==> src/rtl/charger_defs.svh <==
// timing constants of the charger sequencer
`ifndef CHARGER_DEFS_SVH
`define CHARGER_DEFS_SVH

// ---------------------------------------------------------------
// clock
// ---------------------------------------------------------------
`define CLK_HZ 10_000_000
`define CLK_PERIOD_NS 100

// ---------------------------------------------------------------
// adapter debounce times, in milliseconds
// ---------------------------------------------------------------
`define DEB_LONG_MS 1300
`define DEB_SHORT_MS 150
`define DEB_LONG_CYC (`DEB_LONG_MS * (`CLK_HZ / 1000))
`define DEB_SHORT_CYC (`DEB_SHORT_MS * (`CLK_HZ / 1000))

// ---------------------------------------------------------------
// settle time of the config resistor pin before it is sampled
// ---------------------------------------------------------------
`define CFG_SETTLE_NS 40_000
`define CFG_SETTLE_CYC ((`CFG_SETTLE_NS + `CLK_PERIOD_NS - 1) / `CLK_PERIOD_NS)

`endif

==> src/rtl/charger_pkg.sv <==
// types shared by the charger control logic
package charger_pkg;

    // -----------------------------------------------------------
    // bridge operating mode, as reported on the status field
    // -----------------------------------------------------------
    typedef enum logic [1:0] {
        MODE_BUCK = 2'h0,
        MODE_BOOST = 2'h1,
        MODE_BUCKBOOST = 2'h2,
        MODE_OTG = 2'h3
    } mode_t;

    // -----------------------------------------------------------
    // soft-start sequencer states
    // -----------------------------------------------------------
    typedef enum logic [2:0] {
        SEQ_OFF = 3'h0,
        SEQ_WAIT = 3'h1,
        SEQ_DEBOUNCE = 3'h2,
        SEQ_CFGREAD = 3'h3,
        SEQ_GATEON = 3'h4,
        SEQ_RUN = 3'h5
    } seq_t;

endpackage

==> src/rtl/buck_boost_mode_and_softstart_ctrl.sv <==
// bridge mode selection, switch drive and adapter soft-start sequencer
`timescale 1ns/1ps
`include "charger_defs.svh"

module buck_boost_mode_and_softstart_ctrl #(
    parameter int COUNT_W = 24,
    parameter int unsigned DEB_LONG_CYC = `DEB_LONG_CYC,
    parameter int unsigned DEB_SHORT_CYC = `DEB_SHORT_CYC
) (
    input wire logic clk,
    input wire logic nrst,
    input wire logic biasAbove2v7,
    input wire logic biasAbove3v8,
    input wire logic adapterAbove3v2,
    input wire logic adapterAbove94,
    input wire logic adapterAbove120,
    input wire logic adapterAbove106,
    input wire logic adapterAbove80,
    input wire logic batteryAbove5v8,
    input wire logic inputSenseAbove2v,
    input wire logic adapterDetectAbove0v8,
    input wire logic otgEnablePin,
    input wire logic turboEvent,
    input wire logic phaseZero,
    input wire logic rippleAtWindow,
    input wire logic rippleAtComp,
    input wire logic adapterGateFull,
    input wire logic otgCommand,
    input wire logic singleCell,
    input wire logic longDebounce,
    input wire logic sysPowerMonitorEn,
    input wire logic diodeEmulation,
    input wire logic [3:0] configResistorCode,
    output logic inputHighSwitch,
    output logic inputLowSwitch,
    output logic outputLowSwitch,
    output logic outputHighSwitch,
    output logic adapterGate,
    output logic batteryGate,
    output logic adapterGoodOut,
    output logic adapterGoodOe,
    output logic configSourceEn,
    output logic [3:0] configCode,
    output logic [1:0] opMode,
    output logic busReady,
    output logic lowPower
);
    // ---------------------------------------------------------------
    // input synchronisers
    // ---------------------------------------------------------------
    logic [15:0] syncOut;
    logic sBias27, sBias38, sAdp32, sA94, sA120, sA106, sA80, sBat58;
    logic sSense2v, sDetect, sOtgPin, sTurbo, sPhz, sWindow, sComp, sGateFull;

    sync_bits #(.WIDTH(16)) inSync (
        .clk(clk),
        .nrst(nrst),
        .din({biasAbove2v7, biasAbove3v8, adapterAbove3v2, adapterAbove94, adapterAbove120,
            adapterAbove106, adapterAbove80, batteryAbove5v8, inputSenseAbove2v,
            adapterDetectAbove0v8, otgEnablePin, turboEvent, phaseZero, rippleAtWindow,
            rippleAtComp, adapterGateFull}),
        .dout(syncOut)
    );

    assign {sBias27, sBias38, sAdp32, sA94, sA120, sA106, sA80, sBat58, sSense2v,
        sDetect, sOtgPin, sTurbo, sPhz, sWindow, sComp, sGateFull} = syncOut;

    // ---------------------------------------------------------------
    // soft-start sequencer
    // ---------------------------------------------------------------
    charger_pkg::seq_t state, next_state;
    logic [COUNT_W-1:0] count, next_count;
    logic firstPlug, next_firstPlug;
    logic [3:0] next_configCode;
    logic shortNow;
    logic goodReady;

    assign shortNow = !sSense2v || !sDetect;
    assign goodReady = sBias38 && sDetect && sGateFull;

    always_comb
    begin
        next_state = state;
        next_count = count;
        next_firstPlug = firstPlug;
        next_configCode = configCode;
        unique case (state)
            charger_pkg::SEQ_OFF:
            begin
                if (sBias27)
                    next_state = charger_pkg::SEQ_WAIT;
            end
            charger_pkg::SEQ_WAIT:
            begin
                if (sAdp32)
                begin
                    next_state = charger_pkg::SEQ_DEBOUNCE;
                    // first plug after power-on always takes the short wait
                    if (longDebounce && !firstPlug)
                        next_count = COUNT_W'(DEB_LONG_CYC - 1);
                    else
                        next_count = COUNT_W'(DEB_SHORT_CYC - 1);
                end
            end
            charger_pkg::SEQ_DEBOUNCE:
            begin
                if (!sAdp32)
                    next_state = charger_pkg::SEQ_WAIT;
                else if (shortNow)
                    next_count = COUNT_W'(DEB_SHORT_CYC - 1);
                else if (count == '0)
                begin
                    next_state = charger_pkg::SEQ_CFGREAD;
                    next_firstPlug = 1'b0;
                    next_count = COUNT_W'(`CFG_SETTLE_CYC - 1);
                end
                else
                    next_count = count - COUNT_W'(1);
            end
            charger_pkg::SEQ_CFGREAD:
            begin
                // the pin needs its rc time to settle before it is sampled
                if (!sAdp32)
                    next_state = charger_pkg::SEQ_WAIT;
                else if (count == '0)
                begin
                    next_configCode = configResistorCode;
                    next_state = charger_pkg::SEQ_GATEON;
                end
                else
                    next_count = count - COUNT_W'(1);
            end
            charger_pkg::SEQ_GATEON:
            begin
                if (!sAdp32 || !sDetect)
                    next_state = charger_pkg::SEQ_WAIT;
                else if (goodReady)
                    next_state = charger_pkg::SEQ_RUN;
            end
            charger_pkg::SEQ_RUN:
            begin
                if (!sAdp32 || !sDetect)
                    next_state = charger_pkg::SEQ_WAIT;
                else if (!goodReady)
                    next_state = charger_pkg::SEQ_GATEON;
            end
            default:
                next_state = charger_pkg::SEQ_OFF;
        endcase
        if (!sBias27)
            next_state = charger_pkg::SEQ_OFF;
    end

    always_ff @(posedge clk or negedge nrst)
    begin
        if (!nrst)
        begin
            state <= charger_pkg::SEQ_OFF;
            count <= '0;
            firstPlug <= 1'b1;
            configCode <= 4'h0;
        end
        else
        begin
            state <= next_state;
            count <= next_count;
            firstPlug <= next_firstPlug;
            configCode <= next_configCode;
        end
    end

    assign busReady = (state != charger_pkg::SEQ_OFF);
    assign configSourceEn = (state == charger_pkg::SEQ_CFGREAD);
    assign adapterGate = (state == charger_pkg::SEQ_GATEON) || (state == charger_pkg::SEQ_RUN);
    // open drain: pulled low unless fully ready
    assign adapterGoodOut = 1'b0;
    assign adapterGoodOe = (state != charger_pkg::SEQ_RUN);
    assign lowPower = (state == charger_pkg::SEQ_WAIT) && !sysPowerMonitorEn;

    // ---------------------------------------------------------------
    // operating mode selection
    // ---------------------------------------------------------------
    charger_pkg::mode_t mode, next_mode;
    logic otgOk;

    // otg only with no adapter attached, from battery
    assign otgOk = otgCommand && sOtgPin && sBat58 && !singleCell
        && (state == charger_pkg::SEQ_WAIT);

    always_comb
    begin
        next_mode = mode;
        if (otgOk)
            next_mode = charger_pkg::MODE_OTG;
        else
        begin
            unique case (mode)
                charger_pkg::MODE_BOOST:
                begin
                    if (sA120)
                        next_mode = charger_pkg::MODE_BUCK;
                    else if (sA94)
                        next_mode = charger_pkg::MODE_BUCKBOOST;
                end
                charger_pkg::MODE_BUCKBOOST:
                begin
                    if (sA120)
                        next_mode = charger_pkg::MODE_BUCK;
                    else if (!sA80)
                        next_mode = charger_pkg::MODE_BOOST;
                end
                charger_pkg::MODE_BUCK:
                begin
                    if (!sA106)
                        next_mode = charger_pkg::MODE_BUCKBOOST;
                end
                charger_pkg::MODE_OTG:
                    next_mode = charger_pkg::MODE_BUCKBOOST;
            endcase
        end
    end

    always_ff @(posedge clk or negedge nrst)
    begin
        if (!nrst)
            mode <= charger_pkg::MODE_BUCK;
        else
            mode <= next_mode;
    end

    assign opMode = mode;

    // ---------------------------------------------------------------
    // pwm, diode emulation and switch drive
    // ---------------------------------------------------------------
    logic swEn;
    logic pwmOn, next_pwmOn;
    logic syncCut, next_syncCut;
    logic ctrlOn, syncOn;
    logic next_ih, next_il, next_ol, next_oh, next_battery_gate;

    assign swEn = (state == charger_pkg::SEQ_RUN) || (mode == charger_pkg::MODE_OTG);
    assign ctrlOn = pwmOn;
    assign syncOn = !pwmOn && !syncCut;

    always_comb
    begin
        next_pwmOn = pwmOn;
        next_syncCut = syncCut;
        if (!swEn)
            next_pwmOn = 1'b0;
        else if (pwmOn && sWindow)
            next_pwmOn = 1'b0;
        else if (!pwmOn && sComp)
            next_pwmOn = 1'b1;
        // low side stays off until the next on-pulse
        if (next_pwmOn)
            next_syncCut = 1'b0;
        else if (diodeEmulation && sPhz)
            next_syncCut = 1'b1;
        next_ih = 1'b0;
        next_il = 1'b0;
        next_ol = 1'b0;
        next_oh = 1'b0;
        if (swEn)
        begin
            unique case (mode)
                charger_pkg::MODE_BUCK:
                begin
                    next_ih = ctrlOn;
                    next_il = syncOn;
                    next_oh = 1'b1;
                end
                charger_pkg::MODE_BOOST:
                begin
                    next_ih = 1'b1;
                    next_ol = ctrlOn;
                    next_oh = syncOn;
                end
                charger_pkg::MODE_BUCKBOOST:
                begin
                    next_ih = ctrlOn;
                    next_ol = ctrlOn;
                    next_il = syncOn;
                    next_oh = syncOn;
                end
                charger_pkg::MODE_OTG:
                begin
                    next_ih = 1'b1;
                    next_oh = ctrlOn;
                    next_ol = syncOn;
                end
            endcase
        end
        // battery feeds the system when alone, in otg, or on turbo
        next_battery_gate = sTurbo || (state == charger_pkg::SEQ_WAIT)
            || (state == charger_pkg::SEQ_OFF) || (mode == charger_pkg::MODE_OTG);
    end

    always_ff @(posedge clk or negedge nrst)
    begin
        if (!nrst)
        begin
            pwmOn <= 1'b0;
            syncCut <= 1'b0;
            inputHighSwitch <= 1'b0;
            inputLowSwitch <= 1'b0;
            outputLowSwitch <= 1'b0;
            outputHighSwitch <= 1'b0;
            batteryGate <= 1'b0;
        end
        else
        begin
            pwmOn <= next_pwmOn;
            syncCut <= next_syncCut;
            inputHighSwitch <= next_ih;
            inputLowSwitch <= next_il;
            outputLowSwitch <= next_ol;
            outputHighSwitch <= next_oh;
            batteryGate <= next_battery_gate;
        end
    end
endmodule // buck_boost_mode_and_softstart_ctrl

==> src/rtl/sync_bits.sv <==
// two-flop synchroniser for a group of independent level inputs
`timescale 1ns/1ps

module sync_bits #(
    parameter int WIDTH = 1
) (
    input wire logic clk,
    input wire logic nrst,
    input wire logic [WIDTH-1:0] din,
    output logic [WIDTH-1:0] dout
);
    // each bit is an independent level; no word coherence is implied
    logic [WIDTH-1:0] stage1;

    always_ff @(posedge clk or negedge nrst)
    begin
        if (!nrst)
        begin
            stage1 <= '0;
            dout <= '0;
        end
        else
        begin
            stage1 <= din;
            dout <= stage1;
        end
    end
endmodule // sync_bits

==> config.mk <==
export PLATFORM = sky130hd
export DESIGN_NAME = buck_boost_mode_and_softstart_ctrl
export DESIGN_NICKNAME = d
export VERILOG_FILES = /design/src/rtl/charger_pkg.sv /design/src/rtl/buck_boost_mode_and_softstart_ctrl.sv /design/src/rtl/sync_bits.sv
export VERILOG_INCLUDE_DIRS = /design/src /design/src/rtl
export SDC_FILE = /design/constraint.sdc
export NUM_CORES = 1
export LEC_CHECK = 0
export BUFFER_PORTS_ARGS = -buffer_cell sky130_fd_sc_hd__buf_4
export CAP_MARGIN = 20
export CELL_PAD_IN_SITES_DETAIL_PLACEMENT = 1
export CELL_PAD_IN_SITES_GLOBAL_PLACEMENT = 1
export CORE_MARGIN = 2
export CORE_UTILIZATION = 35
export CTS_CLUSTER_SIZE = 40
export DETAILED_ROUTE_END_ITERATION = 10
export GPL_TIMING_DRIVEN = 1
export PLACE_DENSITY = 0.71
export SYNTH_ARGS = -nofsm -noshare
export SYNTH_HDL_FRONTEND = slang
export SYNTH_SLANG_ARGS = --single-unit
export TNS_END_PERCENT = 10
==> constraint.sdc <==
create_clock -name clk -period 4.7 [get_ports clk]
set_clock_uncertainty 0.1 [all_clocks]
set_input_delay 0.94 -clock clk [delete_from_list [all_inputs] [get_ports clk]]
set_output_delay 0.94 -clock clk [all_outputs]
set_load 0.05 [all_outputs]
==> results of run 1 <==
==> worst paths after layout <==
kind                                                  from                          to  depth (start not counted)
worst max register to register       count[15]$_DFFE_PN0P_       count[19]$_DFFE_PN0P_                          6
max in group asynchronous                             nrst       opMode[0]$_DFFE_PN0P_                          1
worst max-delay path                 count[15]$_DFFE_PN0P_       count[19]$_DFFE_PN0P_                          6
worst min-delay path            inSync.stage1[0]$_DFF_PN0_    inSync.dout[0]$_DFF_PN0_                          0
min in group asynchronous                             nrst  inSync.stage1[5]$_DFF_PN0_                          1
worst min register to register  inSync.stage1[0]$_DFF_PN0_    inSync.dout[0]$_DFF_PN0_                          0
==> where the power goes <==
group | switching (mW) | leakage (nW) | total, mW | internal [mW]
clock network | 0.269 | 0.100 | 0.525 | 0.256
logic | 0.272 | 0.665 | 0.454 | 0.182
registers | 0.146 | 0.860 | 0.888 | 0.742
total | 0.687 | 1.63 | 1.87 | 1.18
==> critical path: cells and delay by family, from the launching register on <==
kind               cells  cell delay (ns)
AOI/OAI and AO/OA      3             0.90
DFF                    1             0.42
and+or+nand+nor        3             1.39
==> state kept, by name, indices dropped and copies added, names as in the netlist <==
name,count
batteryGate,1
configCode,4
count,24
ctrlOn,1
firstPlug,1
inSync.dout,16
inSync.stage1,16
inputHighSwitch,1
inputLowSwitch,1
opMode,2
outputHighSwitch,1
outputLowSwitch,1
state,3
syncCut,1
==> synthesized netlist by cell type, types with 3 or more instances <==
library cell  number  area share, %
dfrtp_1           72             55
nor2_1            34            3.9
o21ai_0           24            3.7
nand2_1           20            2.3
a21oi_1           19            2.9
inv_1              9            1.0
or3_1              9            1.7
clkbuf_1           8           0.92
nor3_1             7            1.1
ha_1               6            2.3
nor2b_1            6            1.1
nand3_1            5           0.77
nor4_1             5           0.96
o21a_1             5            1.1
mux2_2             4            1.4
nand2b_1           4           0.77
nand4_1            4           0.77
o22a_1             4            1.1
o41ai_1            4            1.1
a211o_1            3           0.81
a21o_1             3           0.69
a22o_1             3           0.81
o31ai_1            3           0.69
or2_2              3           0.57
==> through the flow <==
| stage | power (mW) | util, % |
|---|---|---|
| 2_1_floorplan | 1.19 | - |
| 3_3_place_gp | 1.33 | 39.8 |
| 3_5_place_dp | 1.36 | 39.8 |
| 4_1_cts | 1.89 | 42.0 |
| 5_1_grt | 1.98 | 42.0 |
| 6_report | 1.87 | 42.0 |
==> final cells by class <==
type | instances | area share [%]
clock buffer | 9 | 3.22
multi-input combinational | 215 | 34.4
inverter | 9 | 0.878
sequential | 73 | 47.5
clock inverter | 7 | 2.21
timing repair buffer | 42 | 8.20
tap | 111 | 3.61
==> cell families after synthesis <==
group,after synthesis
AOI/OAI and AO/OA,92
xor gates and xnor gates,1
adders and majority gates,6
buffers and inverters,22
DFF,73
muxes,6
other,1
and+or+nand+nor,109
==> layout by cell type (no fill, tap or decap), types with 3 or more instances in the layout <==
master,Yosys,layout
a211o_1,3,3
a21o_1,3,3
a21oi_1,19,19
a22o_1,3,3
buf_4,1,42
clkbuf_8,0,9
dfrtp_1,72,72
ha_1,6,6
inv_1,9,9
mux2_2,4,4
nand2_1,20,20
nand2b_1,4,4
nand3_1,5,5
nand4_1,4,4
nor2_1,34,34
nor2b_1,6,6
nor3_1,7,7
nor4_1,5,5
o21a_1,5,5
o21ai_0,24,24
o22a_1,4,4
o31ai_1,3,3
o41ai_1,4,4
or2_2,3,3
or3_1,9,9
==> layer usage <==
layer / part of all wire [%] / wire (um)
met4: 2.0 / 160
met3: 3.4 / 276
met2: 50 / 4050
met1: 45 / 3650
met5: 0 / 0
==> results by group, run 1 <==
Pwr
  • Max IR drop VDD: ~0.21 mV
  • PwrDens: about 490 mW/mm^2
  • Leak Pwr: between 1.5 and 2 nW

GRT
  • M2 GR Usage: ~29%
  • Total gr overflow: 0
  • Busiest grt layer: met2
  • Initial antenna violation count: 0
  • Vias in the first global route: roughly 2600
  • Routing usage on met1: between 20% and 30%
  • M3 GR Usage: under 10%
  • First-pass GRT wire length: around 14000 um
  • Gr usage total: 17.5%
  • Pin count of the biggest net entering global routing: 74

Synthesis
  • Ys async rst share: between 90% and 100%
  • Mean post-synth cell area: roughly 11 um^2
  • Post-Synth XOR/XNOR Area: 0.268%
  • Post-synth design cell area: between 0.003 and 0.004 mm^2
  • Largest family of logic cells by synthesized area: compound AO/OA/AOI/OAI gates
  • Synth Area in Simple Gates: between 10% and 20%
  • Compound-Gate Fraction of Synth Area: between 15 and 20%
  • EDFF count, synth: 0
  • Register bit count reported by yosys: 73
  • Post-synthesis sequential area ratio: 56.0%
  • Primary FF master, synth: dfrtp_1
  • Synth Instances: 310
  • Distinct cells, synth: between 50 and 60
  • Yosys Warn Count: 0
  • Post-synthesis adder-cell area fraction: 2.30%
  • Post-synthesis mux area share: between 1.5 and 2%
  • Syn Nets: 343

STA
  • Final setup violating endpoints: 0
  • Setup TNS: 0 ns
  • Tcrit/Tclk final: just over 60%
  • Relative slew slack: roughly two fifths
  • Final Max Tran Viols: 0
  • WHS: about 0.25 ns
  • Worst slew pin tran: ~0.91 ns
  • Fmax achieved: approximately 0.34 GHz
  • Minimum clock period: 2.91 ns
  • RSZ-0062 raised after global routing: false
  • Setup ws final: 1.79 ns
  • Hold Vio Cnt, Final: 0

Critical path
  • Worst-path maximum fanout: 12
  • Crit path required time: 4.85 ns
  • CP max-delay cell: or4_1
  • Worst EP arrival: 3.06 ns
  • Critical path type: reg -> reg
  • Crit-path max cell delay: 0.76 ns
  • Startpoint Class: register
  • CP endpoint kind: register
  • R2R setup slack: 1.79 ns
  • Worst-path cell chain: nor4_1, nand2_1, or4_1, o21ai_2, o21ai_0, a21o_1

Die
  • Total core area: 0.00915 mm^2
  • IO Count: 44
  • Die ar.: roughly 0.01 mm^2
  • Die extent in y: between 100 and 150 um
  • Die width: slightly above 100 um
  • Row Count: 35
  • Initial Util: a little over a third

CTS
  • Setup bufs post-CTS: 0
  • CTS Buf Count: 9
  • CTS tree: yes
  • Post-CTS Resized: 0
  • CTS H-tree lvls: 3
  • Hold_buf cts: 0
  • Clk sinks: 73
  • CTS Root Cell: clkbuf_8
  • Clock Tree Buf Depth: 2
  • Clk Latency, worst-skew pair: approximately 0.36 ns
  • Worst-path clk slew: around 0.090 ns

Place
  • DP HPWL: 5800 um
  • Inst Count DP: 450
  • DP Area: about 0.0036 mm^2
  • DP Worst Slack: between 1.5 and 2 ns
  • Gpl congestion: 0.893
  • Number of I/O port buffers: 42

Detailed routing
  • DRC Markers: 0
  • Antenna-violating nets left: 0
  • Detailed-route wire length: 8140 um
  • Iteration-0 DRC Markers: 100
  • Drt via density: about 5.4
  • Avg WL per Cell: approximately 17 um
  • Vias: approximately 2500
  • Drt first pass iters: 4

Finish
  • Final instance area: 0.00385 mm^2
  • Multi-input logic area: around 0.0013 mm^2
  • Layout area overhead: 17.9%
  • NumNets Final: roughly 380
  • Final std cells w/o fill: roughly 470
  • # diodes: 0
  • Filler Cell Count: between 1000 and 1500
  • Ratio of cells with drive above 1 in the final layout: a little over a fifth
  • Sequential cell area: around 0.0018 mm^2

Flow run
  • Maximum capacitance violations: 0

Outcome
  • Outcome: complete, no violations

Worst hold path
  • Type of the most critical hold path: reg -> reg
(Power assumes the default switching activity.)
==> run 2: changes to the inputs <==
--- a/config.mk
+++ b/config.mk
@@ -6,6 +6,7 @@
 export SDC_FILE = /design/constraint.sdc
 export NUM_CORES = 1
 export LEC_CHECK = 0
+export ABC_AREA = 1
 export BUFFER_PORTS_ARGS = -buffer_cell sky130_fd_sc_hd__buf_4
 export CAP_MARGIN = 20
 export CELL_PAD_IN_SITES_DETAIL_PLACEMENT = 1
@@ -15,7 +16,7 @@
 export CTS_CLUSTER_SIZE = 40
 export DETAILED_ROUTE_END_ITERATION = 10
 export GPL_TIMING_DRIVEN = 1
-export PLACE_DENSITY = 0.71
+export PLACE_DENSITY = 0.73
 export SYNTH_ARGS = -nofsm -noshare
 export SYNTH_HDL_FRONTEND = slang
 export SYNTH_SLANG_ARGS = --single-unit
==> constraint.sdc (replaced) <==
create_clock -name clk -period 2.85 [get_ports clk]
set_clock_uncertainty 0.1 [all_clocks]
set_input_delay 0.57 -clock clk [delete_from_list [all_inputs] [get_ports clk]]
set_output_delay 0.57 -clock clk [all_outputs]
set_load 0.05 [all_outputs]
==> run 2 against run 1 <==
  * Clock power grew 75%
  * Die area rose by 5.0%
  * Cell area grew 7.0%
  * Critical path depth is 2 lower
  * Combinational power increased to 2.6 times the previous value
  * First-iteration DRC count fell by 29%
  * Via count rose by 12%
  * Register-to-register slack got worse by 1.1 ns
  * Hold slack worse by 0.035 ns
==> results by group, run 2 <==
STA
  • RSZ-0062 raised after global routing: false
  • Hold Vio Cnt, Final: 0
  • Fmax achieved: between 0.4 and 0.5 GHz
  • Final Max Tran Viols: 0
  • Worst slew pin tran: ~0.92 ns
  • Setup TNS: 0 ns
  • Minimum clock period: roughly 2.3 ns
  • Final setup violating endpoints: 0
  • Tcrit/Tclk final: between 80 and 90%
  • Relative slew slack: 38.7%

Detailed routing
  • Antenna-violating nets left: 0
  • Detailed-route wire length: between 8000 and 9000 um
  • Iteration-0 DRC Markers: just over 70
  • Drt first pass iters: 4
  • Drt via density: ~5
  • DRC Markers: 0
  • Vias: ~2800
  • Avg WL per Cell: roughly 15 um

Finish
  • Final Util: a little over two fifths
  • # diodes: 0
  • Most frequent cells in the layout: 79 x nand2_1, 72 x dfrtp_1, 55 x inv_1, 51 x nor2_1, 42 x buf_4
  • Most common cell after layout, fill and taps aside: nand2_1
  • NumNets Final: 480
  • Ratio of cells with drive above 1 in the final layout: ~17%
  • Largest registers: count x24, inSync.dout x16, inSync.stage1 x16
  • Layout area overhead: 19.9%
  • Max reg flops: 24
  • Top reg by flops: count

Die
  • Row Count: 36
  • IO Count: between 40 and 50
  • Initial Util: 35.6%
  • Total core area: between 0.009 and 0.01 mm^2
  • Die ar.: between 0.01 and 0.015 mm^2
  • Die extent in y: 103 um
  • Die width: roughly 100 um

Critical path
  • Reg2reg end: count[9]$_DFFE_PN0P_
  • CP endpoint kind: output pin
  • Worst EP arrival: roughly 1.7 ns
  • CP max-delay cell: dfrtp_1
  • Crit-path max cell delay: 0.51 ns
  • R2R depth: 8
  • Reg2reg start: count[11]$_DFFE_PN0P_
  • Cell mode on critical path: inv_1
  • Startpoint Class: register
  • Crit-path leading delay family: flip-flops
  • Worst-path cell chain: inv_1, nor3_1, inv_1, buf_4
  • R2R setup slack: approximately 0.69 ns
  • Worst-path maximum fanout: 7
  • Critical path type: reg -> out
  • Crit path required time: 2.18 ns
  • WP buf/inv: 3

Synthesis
  • Yosys Warn Count: 0
  • Cell taking the most area after synthesis: dfrtp_1
  • Register bit count reported by yosys: 73
  • Mean post-synth cell area: ~8.7 um^2
  • Post-synth design cell area: 0.00343 mm^2
  • Post-synthesis sequential area ratio: 53.2%
  • Most frequent cells after synthesis: 79 x nand2_1, 72 x dfrtp_1, 55 x inv_1
  • Primary FF master, synth: dfrtp_1
  • Synth area leaders: dfrtp_1 52%, nand2_1 8.6%, inv_1 6.0%
  • Synth Instances: about 400
  • Distinct cells, synth: 36
  • EDFF count, synth: 0
  • Syn Nets: 430
  • Area share of the largest cell type after synthesis: 52.5%
  • Most frequent cell after synthesis: nand2_1
  • Ys async rst share: 100%

Worst hold path
  • Worst hold start: adapterAbove80
  • Hold Crit Endpoint: inSync.stage1[9]$_DFF_PN0_
  • Hold depth: 1
  • Type of the most critical hold path: in -> reg

Place
  • DP HPWL: between 6000 and 7000 um
  • Number of I/O port buffers: 42
  • Gpl congestion: about 0.88

GRT
  • Total gr overflow: 0
  • Initial antenna violation count: 0
  • Vias in the first global route: about 2900
  • First-pass GRT wire length: between 10000 and 15000 um
  • Gr usage total: 17.5%
  • Pin count of the biggest net entering global routing: 74

Flow run
  • Maximum capacitance violations: 0

Outcome
  • Outcome: complete, no violations

CTS
  • CTS tree: yes
  • Clk sinks: 73
  • CTS Root Cell: clkbuf_8
  • Clock Tree Buf Depth: 2
  • Worst-path clk slew: around 0.080 ns
  • Clk Latency, worst-skew pair: 0.35 ns
  • Hold_buf cts: 0
  • CTS Buf Count: 9
  • Setup bufs post-CTS: 0
  • CTS H-tree lvls: 3
  • Post-CTS Resized: 0

Pwr
  • Leak Pwr: roughly 2.0 nW
  • PwrDens: 858 mW/mm^2
  • Max IR drop VDD: about 0.37 mV
-- run 2: cell count changes after synthesis, moves of 6 or more --
cell / change
a21oi_1: -9
clkbuf_1: -8
inv_1: +46
nand2_1: +59
nand3_1: +29
nor2_1: +17
nor2b_1: -6
or3_1: -8
xor2_1: +9
-- run 2: through the flow --
stage | setup slack [ns] | instance area [um^2] | total power [mW] | hold slack (ns) | instances
2_1_floorplan | 0.797 | 3430 | 2.25 | 0.174 | 397
3_3_place_gp | 0.823 | 3890 | 2.58 | 0.232 | 569
3_5_place_dp | 0.725 | 3890 | 2.64 | 0.236 | 569
4_1_cts | 0.459 | 4120 | 3.58 | 0.192 | 585
5_1_grt | 0.354 | 4120 | 3.78 | 0.195 | 585
6_report | 0.527 | 4120 | 3.53 | 0.218 | 585
-- run 2: layout make-up --
type,count,area [um^2]
flip-flops and latches,73,1830
fillers,1184,5520
clock inverters,7,100
multi-input cells,262,1360
inverters,59,224
well taps,133,166
repair buffers,42,315
clock buffers,9,124
-- run 2: how the worst max path moves through the flow --
stage	start	to	slack, ns	cells after the start
floorplan	state[2]$_DFFE_PN0P_	lowPower	0.80	3
global placement	count[0]$_DFFE_PN0P_	count[13]$_DFFE_PN0P_	0.82	9
detailed placement	count[0]$_DFFE_PN0P_	count[9]$_DFFE_PN0P_	0.73	9
CTS	state[2]$_DFFE_PN0P_	adapterGoodOe	0.46	4
global route	state[2]$_DFFE_PN0P_	adapterGoodOe	0.35	4
finish	state[2]$_DFFE_PN0P_	adapterGoodOe	0.53	4
-- run 2: report_power, final --
| part | internal, mW | switching, mW |
|---|---|---|
| combinational | 0.378 | 0.819 |
| sequential | 1.22 | 0.195 |
| clock | 0.502 | 0.417 |
| total | 2.10 | 1.43 |
-- run 2: per-layer routing --
| layer | up-vias | wire (um) | GRT usage, % |
|---|---|---|---|
| li1 | 1369 | - | - |
| met1 | 1427 | 3740 | 22.6 |
| met2 | 42 | 4520 | 29.2 |
| met3 | 10 | 196 | 2.51 |
| met4 | 0 | 107 | 7.69 |
| met5 | - | 0 | 0 |
-- run 2: kinds of logic after synthesis --
| family | share of synthesized area (%) |
|---|---|
| AND/OR/NAND/NOR | 26.2 |
| flip-flops | 53.2 |
| buffers and inverters | 7.21 |
| AO/OA/AOI/OAI | 8.02 |
| XOR/XNOR | 3.06 |
| adder cells (fa/ha/maj) | 2.19 |
| other | 0.109 |
